--- src/shared/nvm_table_pkg.sv ---
// Constants, types and helpers shared by the table access and unlock logic
package nvm_table_pkg;

	localparam int PTR_W          = 22;
	localparam int STEP_W         = 21;
	localparam int WORD_W         = 16;
	localparam int BYTE_W         = 8;
	localparam int WORD_ADDR_W    = 21;
	localparam int HOLD_BYTES_DEF = 256;
	localparam int REGION_LSB     = 16;
	localparam int SECTOR_LSB     = 8;

	localparam logic [7:0] KEY_WORD_FIRST    = 8'h55;
	localparam logic [7:0] KEY_WORD_SECOND   = 8'haa;
	localparam logic [7:0] KEY_SECTOR_WRITE_TRIGGER_FIRST   = 8'hdd;
	localparam logic [7:0] KEY_SECTOR_WRITE_TRIGGER_SECOND  = 8'h22;
	localparam logic [7:0] KEY_SECTOR_ERASE_TRIGGER_FIRST   = 8'hcc;
	localparam logic [7:0] KEY_SECTOR_ERASE_TRIGGER_SECOND  = 8'h33;
	localparam logic [7:0] KEY_SECTOR_READ_TRIGGER_FIRST   = 8'hbb;
	localparam logic [7:0] KEY_SECTOR_READ_TRIGGER_SECOND  = 8'h44;

	// Cycles from first key write to second key write; the trigger comes one cycle after that
	localparam logic [1:0] KEY_GAP_CYCLES  = 2'h2;

	localparam logic [5:0] DATA_FLASH_REGION = 6'h31;

	localparam int OPCTL_WORD_BIT  = 0;
	localparam int OPCTL_SECTOR_READ_TRIGGER_BIT = 1;
	localparam int OPCTL_SECTOR_WRITE_TRIGGER_BIT = 2;
	localparam int OPCTL_SECTOR_ERASE_TRIGGER_BIT = 3;
	localparam int OPCTL_W         = 4;

	localparam int ENCTL_ACCESS_BIT = 0;
	localparam int ENCTL_DONE_BIT   = 1;
	localparam int ENCTL_IE_BIT     = 2;
	localparam int ENCTL_W          = 3;

	localparam logic [7:0]        LATCH_RST = 8'h00;
	localparam logic [PTR_W-1:0]  PTR_RST   = 22'h000000;
	localparam logic [OPCTL_W-1:0] OPCTL_RST = 4'h0;
	localparam logic [ENCTL_W-1:0] ENCTL_RST = 3'h0;

	typedef enum logic [3:0] {
		SEL_NONE, SEL_LATCH, SEL_PTR_L, SEL_PTR_H, SEL_PTR_U,
		SEL_ADR_L, SEL_ADR_H, SEL_ADR_U, SEL_KEY, SEL_OPCTL, SEL_ENCTL
	} sfr_sel_type;

	typedef enum logic [1:0] {
		PTR_KEEP, PTR_POST_INC, PTR_POST_DEC, PTR_PRE_INC
	} ptr_mode_type;

	typedef enum logic [2:0] {
		OP_NONE, OP_WORD_WRITE, OP_SECTOR_READ, OP_SECTOR_WRITE,
		OP_SECTOR_ERASE
	} nvm_op_type;

	typedef struct packed {
		logic        valid;
		sfr_sel_type sel;
		logic [7:0]  data;
	} sfr_write_type;

	typedef struct packed {
		logic         read;
		logic         write;
		ptr_mode_type mode;
	} table_req_type;

	typedef struct packed {
		logic             valid;
		nvm_op_type       op;
		logic [PTR_W-1:0] addr;
	} flash_cmd_type;

	typedef struct packed {
		logic       valid;
		logic [7:0] idx;
		logic [7:0] data;
	} hold_fill_type;

	// Steps only bits 20:0; bit 21 is kept
	function automatic logic [PTR_W-1:0] ptr_step(
		input logic [PTR_W-1:0] ptr, input logic down);
		logic [STEP_W-1:0] low;
		low = down ? ptr[STEP_W-1:0] - 1'b1 : ptr[STEP_W-1:0] + 1'b1;
		return {ptr[PTR_W-1], low};
	endfunction

	function automatic nvm_op_type first_key_op(input logic [7:0] key);
		case (key)
			KEY_WORD_FIRST:  return OP_WORD_WRITE;
			KEY_SECTOR_WRITE_TRIGGER_FIRST: return OP_SECTOR_WRITE;
			KEY_SECTOR_ERASE_TRIGGER_FIRST: return OP_SECTOR_ERASE;
			KEY_SECTOR_READ_TRIGGER_FIRST: return OP_SECTOR_READ;
			default:         return OP_NONE;
		endcase
	endfunction

	function automatic logic [7:0] second_key(input nvm_op_type op);
		case (op)
			OP_WORD_WRITE:   return KEY_WORD_SECOND;
			OP_SECTOR_WRITE: return KEY_SECTOR_WRITE_TRIGGER_SECOND;
			OP_SECTOR_ERASE: return KEY_SECTOR_ERASE_TRIGGER_SECOND;
			OP_SECTOR_READ:  return KEY_SECTOR_READ_TRIGGER_SECOND;
			default:         return 8'h00;
		endcase
	endfunction

	function automatic nvm_op_type trigger_op(input logic [7:0] data);
		if (data[OPCTL_WORD_BIT])
			return OP_WORD_WRITE;
		if (data[OPCTL_SECTOR_READ_TRIGGER_BIT])
			return OP_SECTOR_READ;
		if (data[OPCTL_SECTOR_WRITE_TRIGGER_BIT])
			return OP_SECTOR_WRITE;
		if (data[OPCTL_SECTOR_ERASE_TRIGGER_BIT])
			return OP_SECTOR_ERASE;
		return OP_NONE;
	endfunction

endpackage

--- src/hdl/nvm_unlock_seq.sv ---
// Keyed unlock sequencer that arms one nonvolatile memory operation
`timescale 1ns/1ps
module nvm_unlock_seq
	import nvm_table_pkg::*;
(
	input  wire logic       clk_in,
	input  wire logic       reset_n_in,
	input  wire logic       key_wr_in,
	input  wire logic [7:0] key_data_in,
	input  wire logic       trig_wr_in,
	input  wire nvm_op_type trig_op_in,
	input  wire logic       access_en_in,
	input  wire logic       idle_in,
	output nvm_op_type      fire_out
);

	typedef enum logic [1:0] {
		U_IDLE  = 2'b00,
		U_WAIT2 = 2'b01,
		U_ARMED = 2'b11
	} unlock_state_type;

	unlock_state_type state_reg;
	nvm_op_type       pend_reg;
	logic [1:0]       gap_reg;

	always_ff @(posedge clk_in or negedge reset_n_in) begin
		if (!reset_n_in) begin
			state_reg <= U_IDLE;
			pend_reg  <= OP_NONE;
			gap_reg   <= 2'h0;
		end else begin
			case (state_reg)
				U_IDLE: begin
					gap_reg <= 2'h1;
					if (key_wr_in && first_key_op(key_data_in) != OP_NONE) begin
						state_reg <= U_WAIT2;
						pend_reg  <= first_key_op(key_data_in);
					end
				end
				U_WAIT2: begin
					gap_reg <= gap_reg + 2'h1;
					// Early, late or wrong second key drops the sequence
					if (key_wr_in) begin
						if (gap_reg == KEY_GAP_CYCLES &&
						    key_data_in == second_key(pend_reg))
							state_reg <= U_ARMED;
						else
							state_reg <= U_IDLE;
					end else if (gap_reg == KEY_GAP_CYCLES) begin
						state_reg <= U_IDLE;
					end
				end
				U_ARMED: begin
					state_reg <= U_IDLE;
				end
				default: begin
					state_reg <= U_IDLE;
				end
			endcase
		end
	end

	// Trigger counts only on the cycle right after the second key
	always_ff @(posedge clk_in or negedge reset_n_in) begin
		if (!reset_n_in) begin
			fire_out <= OP_NONE;
		end else if (state_reg == U_ARMED && trig_wr_in && idle_in &&
		             trig_op_in == pend_reg && !key_wr_in &&
		             (access_en_in || pend_reg == OP_SECTOR_READ)) begin
			fire_out <= pend_reg;
		end else begin
			fire_out <= OP_NONE;
		end
	end

endmodule

--- src/hdl/nvm_table_access.sv ---
// Table read/write path, holding registers and flash operation control
`timescale 1ns/1ps
// Behaviour
// - An 8-bit table data latch takes read bytes and feeds written bytes.
// - Table read uses all 22 pointer bits to fetch one byte into latch.
// - Table write only fills one holding register; flash stays untouched.
// - Low pointer bits pick the holding register; upper bits ignored.
// - Sector write sends whole holding block to sector from upper address.
// - Table accesses are single bytes at any address, no alignment.
// - CPU stalls during table read; latch valid next instruction cycle.
// - Pointer bit zero picks high or low byte of the 16-bit word.
// - Erase, sector write/read and word writes need a full unlock first.
// - Keys per operation: 55/AA, DD/22, CC/33, BB/44.
// - Program flash and config operations stall CPU; data flash does not.
// - Unlock steps must land on exact cycles; disturbed timing aborts.
// - Holding block is 256 bytes; pointer low eight bits index it.
// - Pointer increment and decrement touch only bits 20 down to 0.
// - On finish the trigger clears, done flag sets, interrupt if enabled.
module nvm_table_access
	import nvm_table_pkg::*;
#(
	parameter int HOLD_BYTES = HOLD_BYTES_DEF,
	parameter int IDX_W      = $clog2(HOLD_BYTES)
)(
	input  wire logic              clk_in,
	input  wire logic              reset_n_in,
	input  wire sfr_write_type     sfr_wr_in,
	input  wire table_req_type     table_req_in,
	input  wire logic [WORD_W-1:0] flash_rd_data_in,
	input  wire logic              flash_rd_valid_in,
	input  wire logic              flash_done_in,
	input  wire logic [IDX_W-1:0]  hold_rd_idx_in,
	input  wire hold_fill_type     hold_fill_in,
	output logic                   cpu_stall_out,
	output logic [BYTE_W-1:0]      table_data_latch_out,
	output logic [PTR_W-1:0]       table_byte_pointer_out,
	output logic [PTR_W-1:0]       nvm_address_out,
	output logic [OPCTL_W-1:0]     nvm_operation_control_out,
	output logic [ENCTL_W-1:0]     nvm_enable_control_out,
	output logic                   nvm_done_irq_out,
	output logic                   flash_rd_req_out,
	output logic [WORD_ADDR_W-1:0] flash_rd_addr_out,
	output flash_cmd_type          flash_cmd_out,
	output logic [BYTE_W-1:0]      hold_rd_data_out
);

	// Refused at elaboration: the hold fill index is only eight bits wide
	if (HOLD_BYTES < 2 || HOLD_BYTES > 256 ||
	    (1 << IDX_W) != HOLD_BYTES) begin
		$error("HOLD_BYTES must be a power of two from 2 to 256");
	end

	typedef enum logic [1:0] {
		S_IDLE  = 2'b00,
		S_TABLE_READ_INSTR = 2'b01,
		S_FLASH = 2'b11
	} access_state_type;

	access_state_type  state_reg;
	logic [BYTE_W-1:0] hold_mem [HOLD_BYTES];
	logic              byte_sel_reg;
	nvm_op_type        fire_op;
	nvm_op_type        trig_op;
	logic [PTR_W-1:0]  eff_ptr;
	logic [PTR_W-1:0]  next_ptr;
	logic              key_wr;
	logic              trig_wr;
	logic              table_go;
	logic              op_stalls;
	logic [PTR_W-1:0]  sector_base;

	assign key_wr  = sfr_wr_in.valid && sfr_wr_in.sel == SEL_KEY;
	assign trig_wr = sfr_wr_in.valid && sfr_wr_in.sel == SEL_OPCTL;
	assign trig_op = trigger_op(sfr_wr_in.data);
	// Table ops are only served while nothing else owns the array
	assign table_go = state_reg == S_IDLE &&
	                  (table_req_in.read || table_req_in.write);

	// Effective and next pointer for the table instruction modes
	always_comb begin
		eff_ptr  = table_byte_pointer_out;
		next_ptr = table_byte_pointer_out;
		case (table_req_in.mode)
			PTR_PRE_INC: begin
				eff_ptr  = ptr_step(table_byte_pointer_out, 1'b0);
				next_ptr = eff_ptr;
			end
			PTR_POST_INC: begin
				next_ptr = ptr_step(table_byte_pointer_out, 1'b0);
			end
			PTR_POST_DEC: begin
				next_ptr = ptr_step(table_byte_pointer_out, 1'b1);
			end
			default: begin
				next_ptr = table_byte_pointer_out;
			end
		endcase
	end

	// Data flash region runs in the background, the rest freezes the CPU
	assign op_stalls = nvm_address_out[PTR_W-1:REGION_LSB] !=
	                   DATA_FLASH_REGION;
	assign sector_base = {nvm_address_out[PTR_W-1:SECTOR_LSB],
	                      {SECTOR_LSB{1'b0}}};

	nvm_unlock_seq unlock_inst (
		.clk_in      (clk_in),
		.reset_n_in  (reset_n_in),
		.key_wr_in   (key_wr),
		.key_data_in (sfr_wr_in.data),
		.trig_wr_in  (trig_wr),
		.trig_op_in  (trig_op),
		.access_en_in(nvm_enable_control_out[ENCTL_ACCESS_BIT]),
		.idle_in     (state_reg == S_IDLE),
		.fire_out    (fire_op)
	);

	// Owner of the array: idle, table read or flash operation
	always_ff @(posedge clk_in or negedge reset_n_in) begin
		if (!reset_n_in) begin
			state_reg <= S_IDLE;
		end else begin
			case (state_reg)
				S_IDLE: begin
					if (fire_op != OP_NONE)
						state_reg <= S_FLASH;
					else if (table_req_in.read)
						state_reg <= S_TABLE_READ_INSTR;
				end
				S_TABLE_READ_INSTR: begin
					if (flash_rd_valid_in)
						state_reg <= S_IDLE;
				end
				S_FLASH: begin
					if (flash_done_in)
						state_reg <= S_IDLE;
				end
				default: begin
					state_reg <= S_IDLE;
				end
			endcase
		end
	end

	// CPU stall; data flash work leaves the CPU running meanwhile
	always_ff @(posedge clk_in or negedge reset_n_in) begin
		if (!reset_n_in) begin
			cpu_stall_out <= 1'b0;
		end else begin
			case (state_reg)
				S_IDLE: begin
					if (fire_op != OP_NONE)
						cpu_stall_out <= op_stalls;
					else if (table_req_in.read)
						cpu_stall_out <= 1'b1;
				end
				S_TABLE_READ_INSTR: begin
					if (flash_rd_valid_in)
						cpu_stall_out <= 1'b0;
				end
				S_FLASH: begin
					if (flash_done_in)
						cpu_stall_out <= 1'b0;
				end
				default: begin
					cpu_stall_out <= 1'b0;
				end
			endcase
		end
	end

	// Array read: one-cycle request carrying the word address
	always_ff @(posedge clk_in or negedge reset_n_in) begin
		if (!reset_n_in) begin
			flash_rd_req_out  <= 1'b0;
			flash_rd_addr_out <= '0;
			byte_sel_reg      <= 1'b0;
		end else begin
			flash_rd_req_out <= 1'b0;
			if (state_reg == S_IDLE && fire_op == OP_NONE &&
			    table_req_in.read) begin
				flash_rd_req_out  <= 1'b1;
				flash_rd_addr_out <= eff_ptr[PTR_W-1:1];
				byte_sel_reg      <= eff_ptr[0];
			end
		end
	end

	// Operation command to the array; valid is a one-cycle pulse
	always_ff @(posedge clk_in or negedge reset_n_in) begin
		if (!reset_n_in) begin
			flash_cmd_out <= '0;
		end else begin
			flash_cmd_out.valid <= 1'b0;
			if (state_reg == S_IDLE && fire_op != OP_NONE) begin
				flash_cmd_out.valid <= 1'b1;
				flash_cmd_out.op    <= fire_op;
				// Word writes keep the full address
				flash_cmd_out.addr  <= fire_op == OP_WORD_WRITE ?
				                       nvm_address_out : sector_base;
			end
		end
	end

	// Table data latch
	always_ff @(posedge clk_in or negedge reset_n_in) begin
		if (!reset_n_in) begin
			table_data_latch_out <= LATCH_RST;
		end else if (state_reg == S_TABLE_READ_INSTR && flash_rd_valid_in) begin
			table_data_latch_out <= byte_sel_reg ?
			                        flash_rd_data_in[WORD_W-1:BYTE_W] :
			                        flash_rd_data_in[BYTE_W-1:0];
		end else if (sfr_wr_in.valid && sfr_wr_in.sel == SEL_LATCH) begin
			table_data_latch_out <= sfr_wr_in.data;
		end
	end

	// Table pointer; an instruction's own step wins over a register write
	always_ff @(posedge clk_in or negedge reset_n_in) begin
		if (!reset_n_in) begin
			table_byte_pointer_out <= PTR_RST;
		end else if (table_go) begin
			table_byte_pointer_out <= next_ptr;
		end else if (sfr_wr_in.valid) begin
			case (sfr_wr_in.sel)
				SEL_PTR_L: table_byte_pointer_out[7:0]   <= sfr_wr_in.data;
				SEL_PTR_H: table_byte_pointer_out[15:8]  <= sfr_wr_in.data;
				SEL_PTR_U: table_byte_pointer_out[21:16] <= sfr_wr_in.data[5:0];
				default:   table_byte_pointer_out <= table_byte_pointer_out;
			endcase
		end
	end

	// Address register for the operation controls
	always_ff @(posedge clk_in or negedge reset_n_in) begin
		if (!reset_n_in) begin
			nvm_address_out <= PTR_RST;
		end else if (sfr_wr_in.valid) begin
			case (sfr_wr_in.sel)
				SEL_ADR_L: nvm_address_out[7:0]   <= sfr_wr_in.data;
				SEL_ADR_H: nvm_address_out[15:8]  <= sfr_wr_in.data;
				SEL_ADR_U: nvm_address_out[21:16] <= sfr_wr_in.data[5:0];
				default:   nvm_address_out <= nvm_address_out;
			endcase
		end
	end

	// Holding registers are not reset; their content is undefined
	always_ff @(posedge clk_in) begin
		if (table_go && table_req_in.write)
			hold_mem[eff_ptr[IDX_W-1:0]] <= table_data_latch_out;
		if (state_reg == S_FLASH && flash_cmd_out.op == OP_SECTOR_READ &&
		    hold_fill_in.valid)
			hold_mem[hold_fill_in.idx[IDX_W-1:0]] <= hold_fill_in.data;
		hold_rd_data_out <= hold_mem[hold_rd_idx_in];
	end

	// Trigger bits: only a fired operation sets one, completion clears it
	always_ff @(posedge clk_in or negedge reset_n_in) begin
		if (!reset_n_in) begin
			nvm_operation_control_out <= OPCTL_RST;
		end else if (state_reg == S_IDLE && fire_op != OP_NONE) begin
			case (fire_op)
				OP_WORD_WRITE:
					nvm_operation_control_out[OPCTL_WORD_BIT] <= 1'b1;
				OP_SECTOR_READ:
					nvm_operation_control_out[OPCTL_SECTOR_READ_TRIGGER_BIT] <= 1'b1;
				OP_SECTOR_WRITE:
					nvm_operation_control_out[OPCTL_SECTOR_WRITE_TRIGGER_BIT] <= 1'b1;
				default:
					nvm_operation_control_out[OPCTL_SECTOR_ERASE_TRIGGER_BIT] <= 1'b1;
			endcase
		end else if (state_reg == S_FLASH && flash_done_in) begin
			nvm_operation_control_out <= OPCTL_RST;
		end else begin
			nvm_operation_control_out <= nvm_operation_control_out;
		end
	end

	// Enable, done flag and its interrupt enable; completion beats a clear
	always_ff @(posedge clk_in or negedge reset_n_in) begin
		if (!reset_n_in) begin
			nvm_enable_control_out <= ENCTL_RST;
		end else begin
			if (sfr_wr_in.valid && sfr_wr_in.sel == SEL_ENCTL)
				nvm_enable_control_out <= sfr_wr_in.data[ENCTL_W-1:0];
			if (state_reg == S_FLASH && flash_done_in)
				nvm_enable_control_out[ENCTL_DONE_BIT] <= 1'b1;
		end
	end

	// Interrupt follows flag and enable one cycle later
	always_ff @(posedge clk_in or negedge reset_n_in) begin
		if (!reset_n_in)
			nvm_done_irq_out <= 1'b0;
		else
			nvm_done_irq_out <= nvm_enable_control_out[ENCTL_DONE_BIT] &&
			                    nvm_enable_control_out[ENCTL_IE_BIT];
	end

endmodule

--- config.mk ---
export PLATFORM = sky130hd
export DESIGN_NAME = nvm_table_access
export DESIGN_NICKNAME = d
export VERILOG_FILES = /design/src/shared/nvm_table_pkg.sv /design/src/hdl/nvm_unlock_seq.sv /design/src/hdl/nvm_table_access.sv
export SDC_FILE = /design/constraint.sdc
export NUM_CORES = 2
export LEC_CHECK = 0
export BUFFER_PORTS_ARGS = -buffer_cell sky130_fd_sc_hd__buf_2
export CORE_MARGIN = 2
export CORE_UTILIZATION = 40
export CTS_CLUSTER_SIZE = 25
export DETAILED_ROUTE_END_ITERATION = 6
export GPL_ROUTABILITY_DRIVEN = 0
export GPL_TIMING_DRIVEN = 0
export SLEW_MARGIN = 20
export SYNTH_ARGS = -nofsm -noshare
export SYNTH_HDL_FRONTEND = slang
export SYNTH_HIERARCHICAL = 1
export SYNTH_SLANG_ARGS = --single-unit
export TNS_END_PERCENT = 30
--- constraint.sdc ---
create_clock -name clk_in -period 5.6 [get_ports clk_in]
set_input_delay 0.28 -clock clk_in [delete_from_list [all_inputs] [get_ports clk_in]]
set_output_delay 0.28 -clock clk_in [all_outputs]
set_load 0.005 [all_outputs]
; Word level (Yosys, flattened, before mapping)
; Memory sizes are Yosys's and may differ from the RTL's. A register that Yosys moved wholly into a read port is not among the register bits.
; Cells that the tools add are included.
; W data, S select, Z words.
[classes]
n_addsub = 3
n_eq_ne = 43
mux = 68
bitwise = 1
n_reduce_logical = 54
[ops]
columns = op, n
row1 = $mux W8, 10
row2 = $mux W22, 2
row3 = $pmux W21 S2, 1
row4 = $pmux W8 S4, 1
row5 = $mux W3, 10
row6 = $mux W26, 1
row7 = $mux W1, 25
row8 = $eq A8 B8 Y1 const B, 3
row9 = $add A21 B1 Y21 const B, 1
row10 = $logic_and A1 B1 Y1, 21
row11 = $mux W21, 1
row12 = $sub A21 B1 Y21 const B, 1
row13 = $mux W2, 9
row14 = $reduce_and A2 Y1, 9
row15 = $eq A4 B3 Y1 const B, 4
row16 = $reduce_bool A2 Y1, 8
row17 = $eq A3 B2 Y1 const B, 5
row18 = $reduce_and A3 Y1, 5
row19 = $eq A4 B4 Y1 const B, 3
row20 = $pmux W3 S4, 1
row21 = $eq A2 B2 Y1 const B, 5
row22 = $eq A4 B2 Y1 const B, 2
row23 = $eq A8 B7 Y1 const B, 1
row24 = $eq A8 B8 Y1, 1
row25 = other kinds (26), 39
[word_totals]
regBits = 122
ram_bits = 2048
input_bits = 62
mem_count = 1
[mem_list]
columns = name, depth, word_bits, rd, rd_ports_with_merged_regs, wr, line_no
row1 = hold_mem, 256, 8, 1, 1, 1, nvm_table_access.sv:60  ; logic [BYTE_W-1:0] hold_mem [HOLD_BYTES];

; Longest topological paths before layout
[depth]
ltp_word = 16
ltp_mapped = 12

; By module
; Netlist, hierarchy kept.
[by_module_without_submodules]
columns = module, instances, cells_each, area_per_inst_um2
row1 = nvm_table_access, 1, 4374, 85011.5
row2 = nvm_unlock_seq, 1, 76, 721.9

; Least setup slack after synthesis
; No wires, ideal clock.
[synth_path]
kind = reg-to-reg
start = register, netlist name state_reg[0]
end = memory hold_mem[0][0] (data pin)
setup_time_ps = 822
t_arrival_ps = 4402
t_required_ps = 4778
setup_slack_ps = 376
stages_incl_launch_ff = 7
path_buffers = 2
cell_sequence = dfrtp_1 > nand2_1 > or2_1 > clkbuf_1 > clkbuf_1 > nand2_1 > nand2_1
[synth_rtl]
columns = element, line_no
row1 = to (decl), nvm_table_access.sv:60

; Worst setup path in the final report
[layout_path]
start = register table_byte_pointer_out[0]
end = memory hold_mem[77][3] (enable)
[layout_between]
elab_chain_cells = 3
[layout_rtl]
columns = element, line_no
row1 = from (decl), nvm_table_access.sv:36  ; output logic [PTR_W-1:0] table_byte_pointer_out,
row2 = from (signal assigned), nvm_table_access.sv:223  ; table_byte_pointer_out <= next_ptr;
row3 = from (signal assigned), nvm_table_access.sv:226  ; SEL_PTR_L: table_byte_pointer_out[7:0] <= sfr_wr_in.data;
row4 = from (signal assigned), nvm_table_access.sv:229  ; default: table_byte_pointer_out <= table_byte_pointer_out;
row5 = $add A21 B1 Y21, n/a
row6 = $mux W21 *, nvm_table_access.sv:83  ; case (table_req_in.mode)
row7 = $mux W8 (no source line) *, n/a
; Mark *: on every way between the ends. The rest lies on a longest branch, timed or not.

==> flow_summary.json <==
{
  "cts_root_buffer": "clkbuf_16",
  "finalHoldViolations": 0,
  "grt_max_degree": 81,
  "gr-usage-all-layers": 0.245,
  "worst-setup-path-type": "register to register",
  "grtUsageMet2": 0.374,
  "synth_area_leader_cell": "edfxtp_1",
  "endpoint_kind": "register",
  "relSlewSlack": 0.171,
  "mappedNetlistArea_um2": 85700,
  "die_area_um2": 218000,
  "syn_to_final_growth_pct": 15.3,
  "grt_util_met3": 0.0579,
  "min_path_type": "input pin to register",
  "drc": 0,
  "antenna_found_initial": 13,
  "ys_ff_latch": 2178,
  "synth_top_area_share": 0.717,
  "num_rows": 169,
  "cts_tree": "yes",
  "layout-drive-gt1-share": 0.234,
  "irDropWorstVdd_uv": 323,
  "htreeDepth": 4,
  "largest_reg_flops": 2048,
  "grt_first_pass_wirelength_mm": 370,
  "dp_cells": 7496,
  "post-route-util": 0.465,
  "grt-ovfl-total": 0,
  "pin_count": 179,
  "port_buffers": 175,
  "postCtsSetupBuffers": 0,
  "cts_buffers": 212,
  "max_freq_mhz": 193,
  "instances_no_fill": 7958,
  "cts.clk_slew.worst_paths_ns": 0.07,
  "drt_wl_total_mm": 269,
  "ys_types": 91,
  "synth_area_leaders": "edfxtp_1, mux4_2, dfrtp_1, mux2i_1, nor2_1",
  "cts.sinks": 2178,
  "rsz0062_at_grt": "no",
  "synthCells": 4450,
  "coreArea_um2": 213000,
  "fin_crit_ns": 5.19,
  "critPathRequiredTime_ns": 6.09,
  "layout.nets": 5003,
  "via_per_inst": 6.08,
  "synth_nets": 4515,
  "synth-seq-area-share": 0.755,
  "worstPathArrival_ns": 5.68,
  "grtUsageMet1": 0.333,
  "crit_path_start_kind": "register",
  "ys.flop_type": "edfxtp_1",
  "power_density_nw_per_um2": 421,
  "start_util": 0.403,
  "p_leak_nw": 31.9,
  "crit_path_max_fanout": 10,
  "dp_hpwl_mm": 184,
  "synth_edf_count": 2048,
  "yosys_warnings": 6,
  "clk-insertion-delay-late_ns": 0.87,
  "cap_violations": 0,
  "antenna_left": 0,
  "fp.dieW_um": 467,
  "dr_total_vias": 48409,
  "wl_per_cell_um": 33.9,
  "busiest_layer": "met2",
  "outcome": "complete, no violations",
  "tightest_slew_ns": 1.24,
  "postSynthAreaPerCell_um2": 19.3,
  "drt_pass1_iterations": 6,
  "async_flop_share": 0.0560,
  "grt_pass1_vias": 46860,
  "dr.first_iter.drc_count": 7262,
  "clock_path_buffers": 3,
  "finalCritPeriodShare": 0.927,
  "finalSetupViolations": 0,
  "die_h_um": 467,
  "final_cell_mix": "edfxtp_1, mux4_2, nor2_1",
  "final_max_slew_viol_count": 0,
  "final_common_cell": "edfxtp_1",
  "skew_ns": 0.0535
}
[critical path: stages (launching register included)]
cell and delay [ns]:
dfrtp_1 0.48, inv_1 0.13, ha_1 0.33, nand3_1 0.09, dlygate4sd3_1 0.56, o21ai_0 0.12, mux2i_1 0.65, and2_1 0.30
nand2_1 0.62, clkbuf_2 0.66, nor2_1 0.84
[per-layer routing]
metal / up-vias / wire (µm)
met2: 3077 / 123000
met4: 8 / 13700
met5: - / 44
met1: 25514 / 103000
li1: 19287 / -
met3: 523 / 29500
[repair_timing]
| action | in CTS | in global routing |
|---|---|---|
| resized for setup | 0 | 1 |
| hold buffers | 49 | 0 |
| setup endpoints to repair | 0 | 11 |
| endpoints found under the hold margin | 179 | 0 |
[cells by family (layout without fill, tap and decap cells)]
family / after synthesis / in the layout / share of synthesized area
adders and majority gates: 3 / 3 / 0.000438
muxes: 650 / 650 / 0.139
DFF: 2178 / 2178 / 0.755
buffers and inverters: 292 / 965 / 0.0167
and+or+nand+nor: 720 / 720 / 0.0392
xor gates and xnor gates: 21 / 21 / 0.00215
other: 0 / 14 / 0
AOI/OAI and AO/OA: 586 / 586 / 0.0472
[cell type report]
type                            instances  area (µm²)
Fill cell                           17797      114000
Tap cell                             2821        3530
Buffer                                271        1410
Inverter                               21        78.8
Multi-Input combinational cell       1980       19700
Clock inverter                        130        1300
Antenna cell                           14        35.0
Clock buffer                          269        5610
Sequential cell                      2178       64700
Timing Repair Buffer                  274        2490
[synthesized netlist by cell type (all sizes together), types with 31 or more instances]
cell / count
edfxtp: 2048
mux4: 431
nor2: 350
mux2i: 174
a22oi: 164
clkbuf: 142
nand2: 136
buf: 129
dfrtp: 122
a21oi: 111
o21ai: 73
nor3: 52
mux2: 45
o22ai: 44
nor4: 39
a31oi: 31
o221ai: 31
[final timing paths]
check | startpoint | end | slack [ns] | cells past startpoint
worst min-delay path | hold_fill_in[3] | hold_mem[243][3]$_DFFE_PP_ | 0.05 | 3
max in group asynchronous | reset_n_in | flash_cmd_out[7]$_DFFE_PN0P_ | 4.67 | 4
worst max-delay path | table_byte_pointer_out[0]$_DFFE_PN0P_ | hold_mem[77][3]$_DFFE_PP_ | 0.41 | 10
worst min register to register | unlock_inst/gap_reg[0]$_DFFE_PN0P_ | unlock_inst/gap_reg[0]$_DFFE_PN0P_ | 0.48 | 1
worst max register to register | table_byte_pointer_out[0]$_DFFE_PN0P_ | hold_mem[77][3]$_DFFE_PP_ | 0.41 | 10
min in group asynchronous | reset_n_in | unlock_inst/pend_reg[2]$_DFFE_PN0P_ | 0.51 | 4
[metrics by stage]
step	setup slack, ns	TNS [ns]	power, mW	hold WS, ns	area (µm²)
3_3_place_gp	-4.37	-8152.96	26.9	0.462	90100
5_1_grt	0.338	0	42.7	0.0669	98800
6_report	0.410	0	41.6	0.0458	98900
3_5_place_dp	0.424	0	27.5	0.242	91400
4_1_cts	0.398	0	41.6	0.00507	98800
2_1_floorplan	0.376	0	24.5	-0.0156	85700
[power by group]
part | internal [mW] | switching [mW] | total (mW)
registers | 20.3 | 0.292 | 20.6
logic | 1.75 | 4.99 | 6.74
clock network | 7.95 | 6.28 | 14.2
Power figures use the tool's default switching activity.
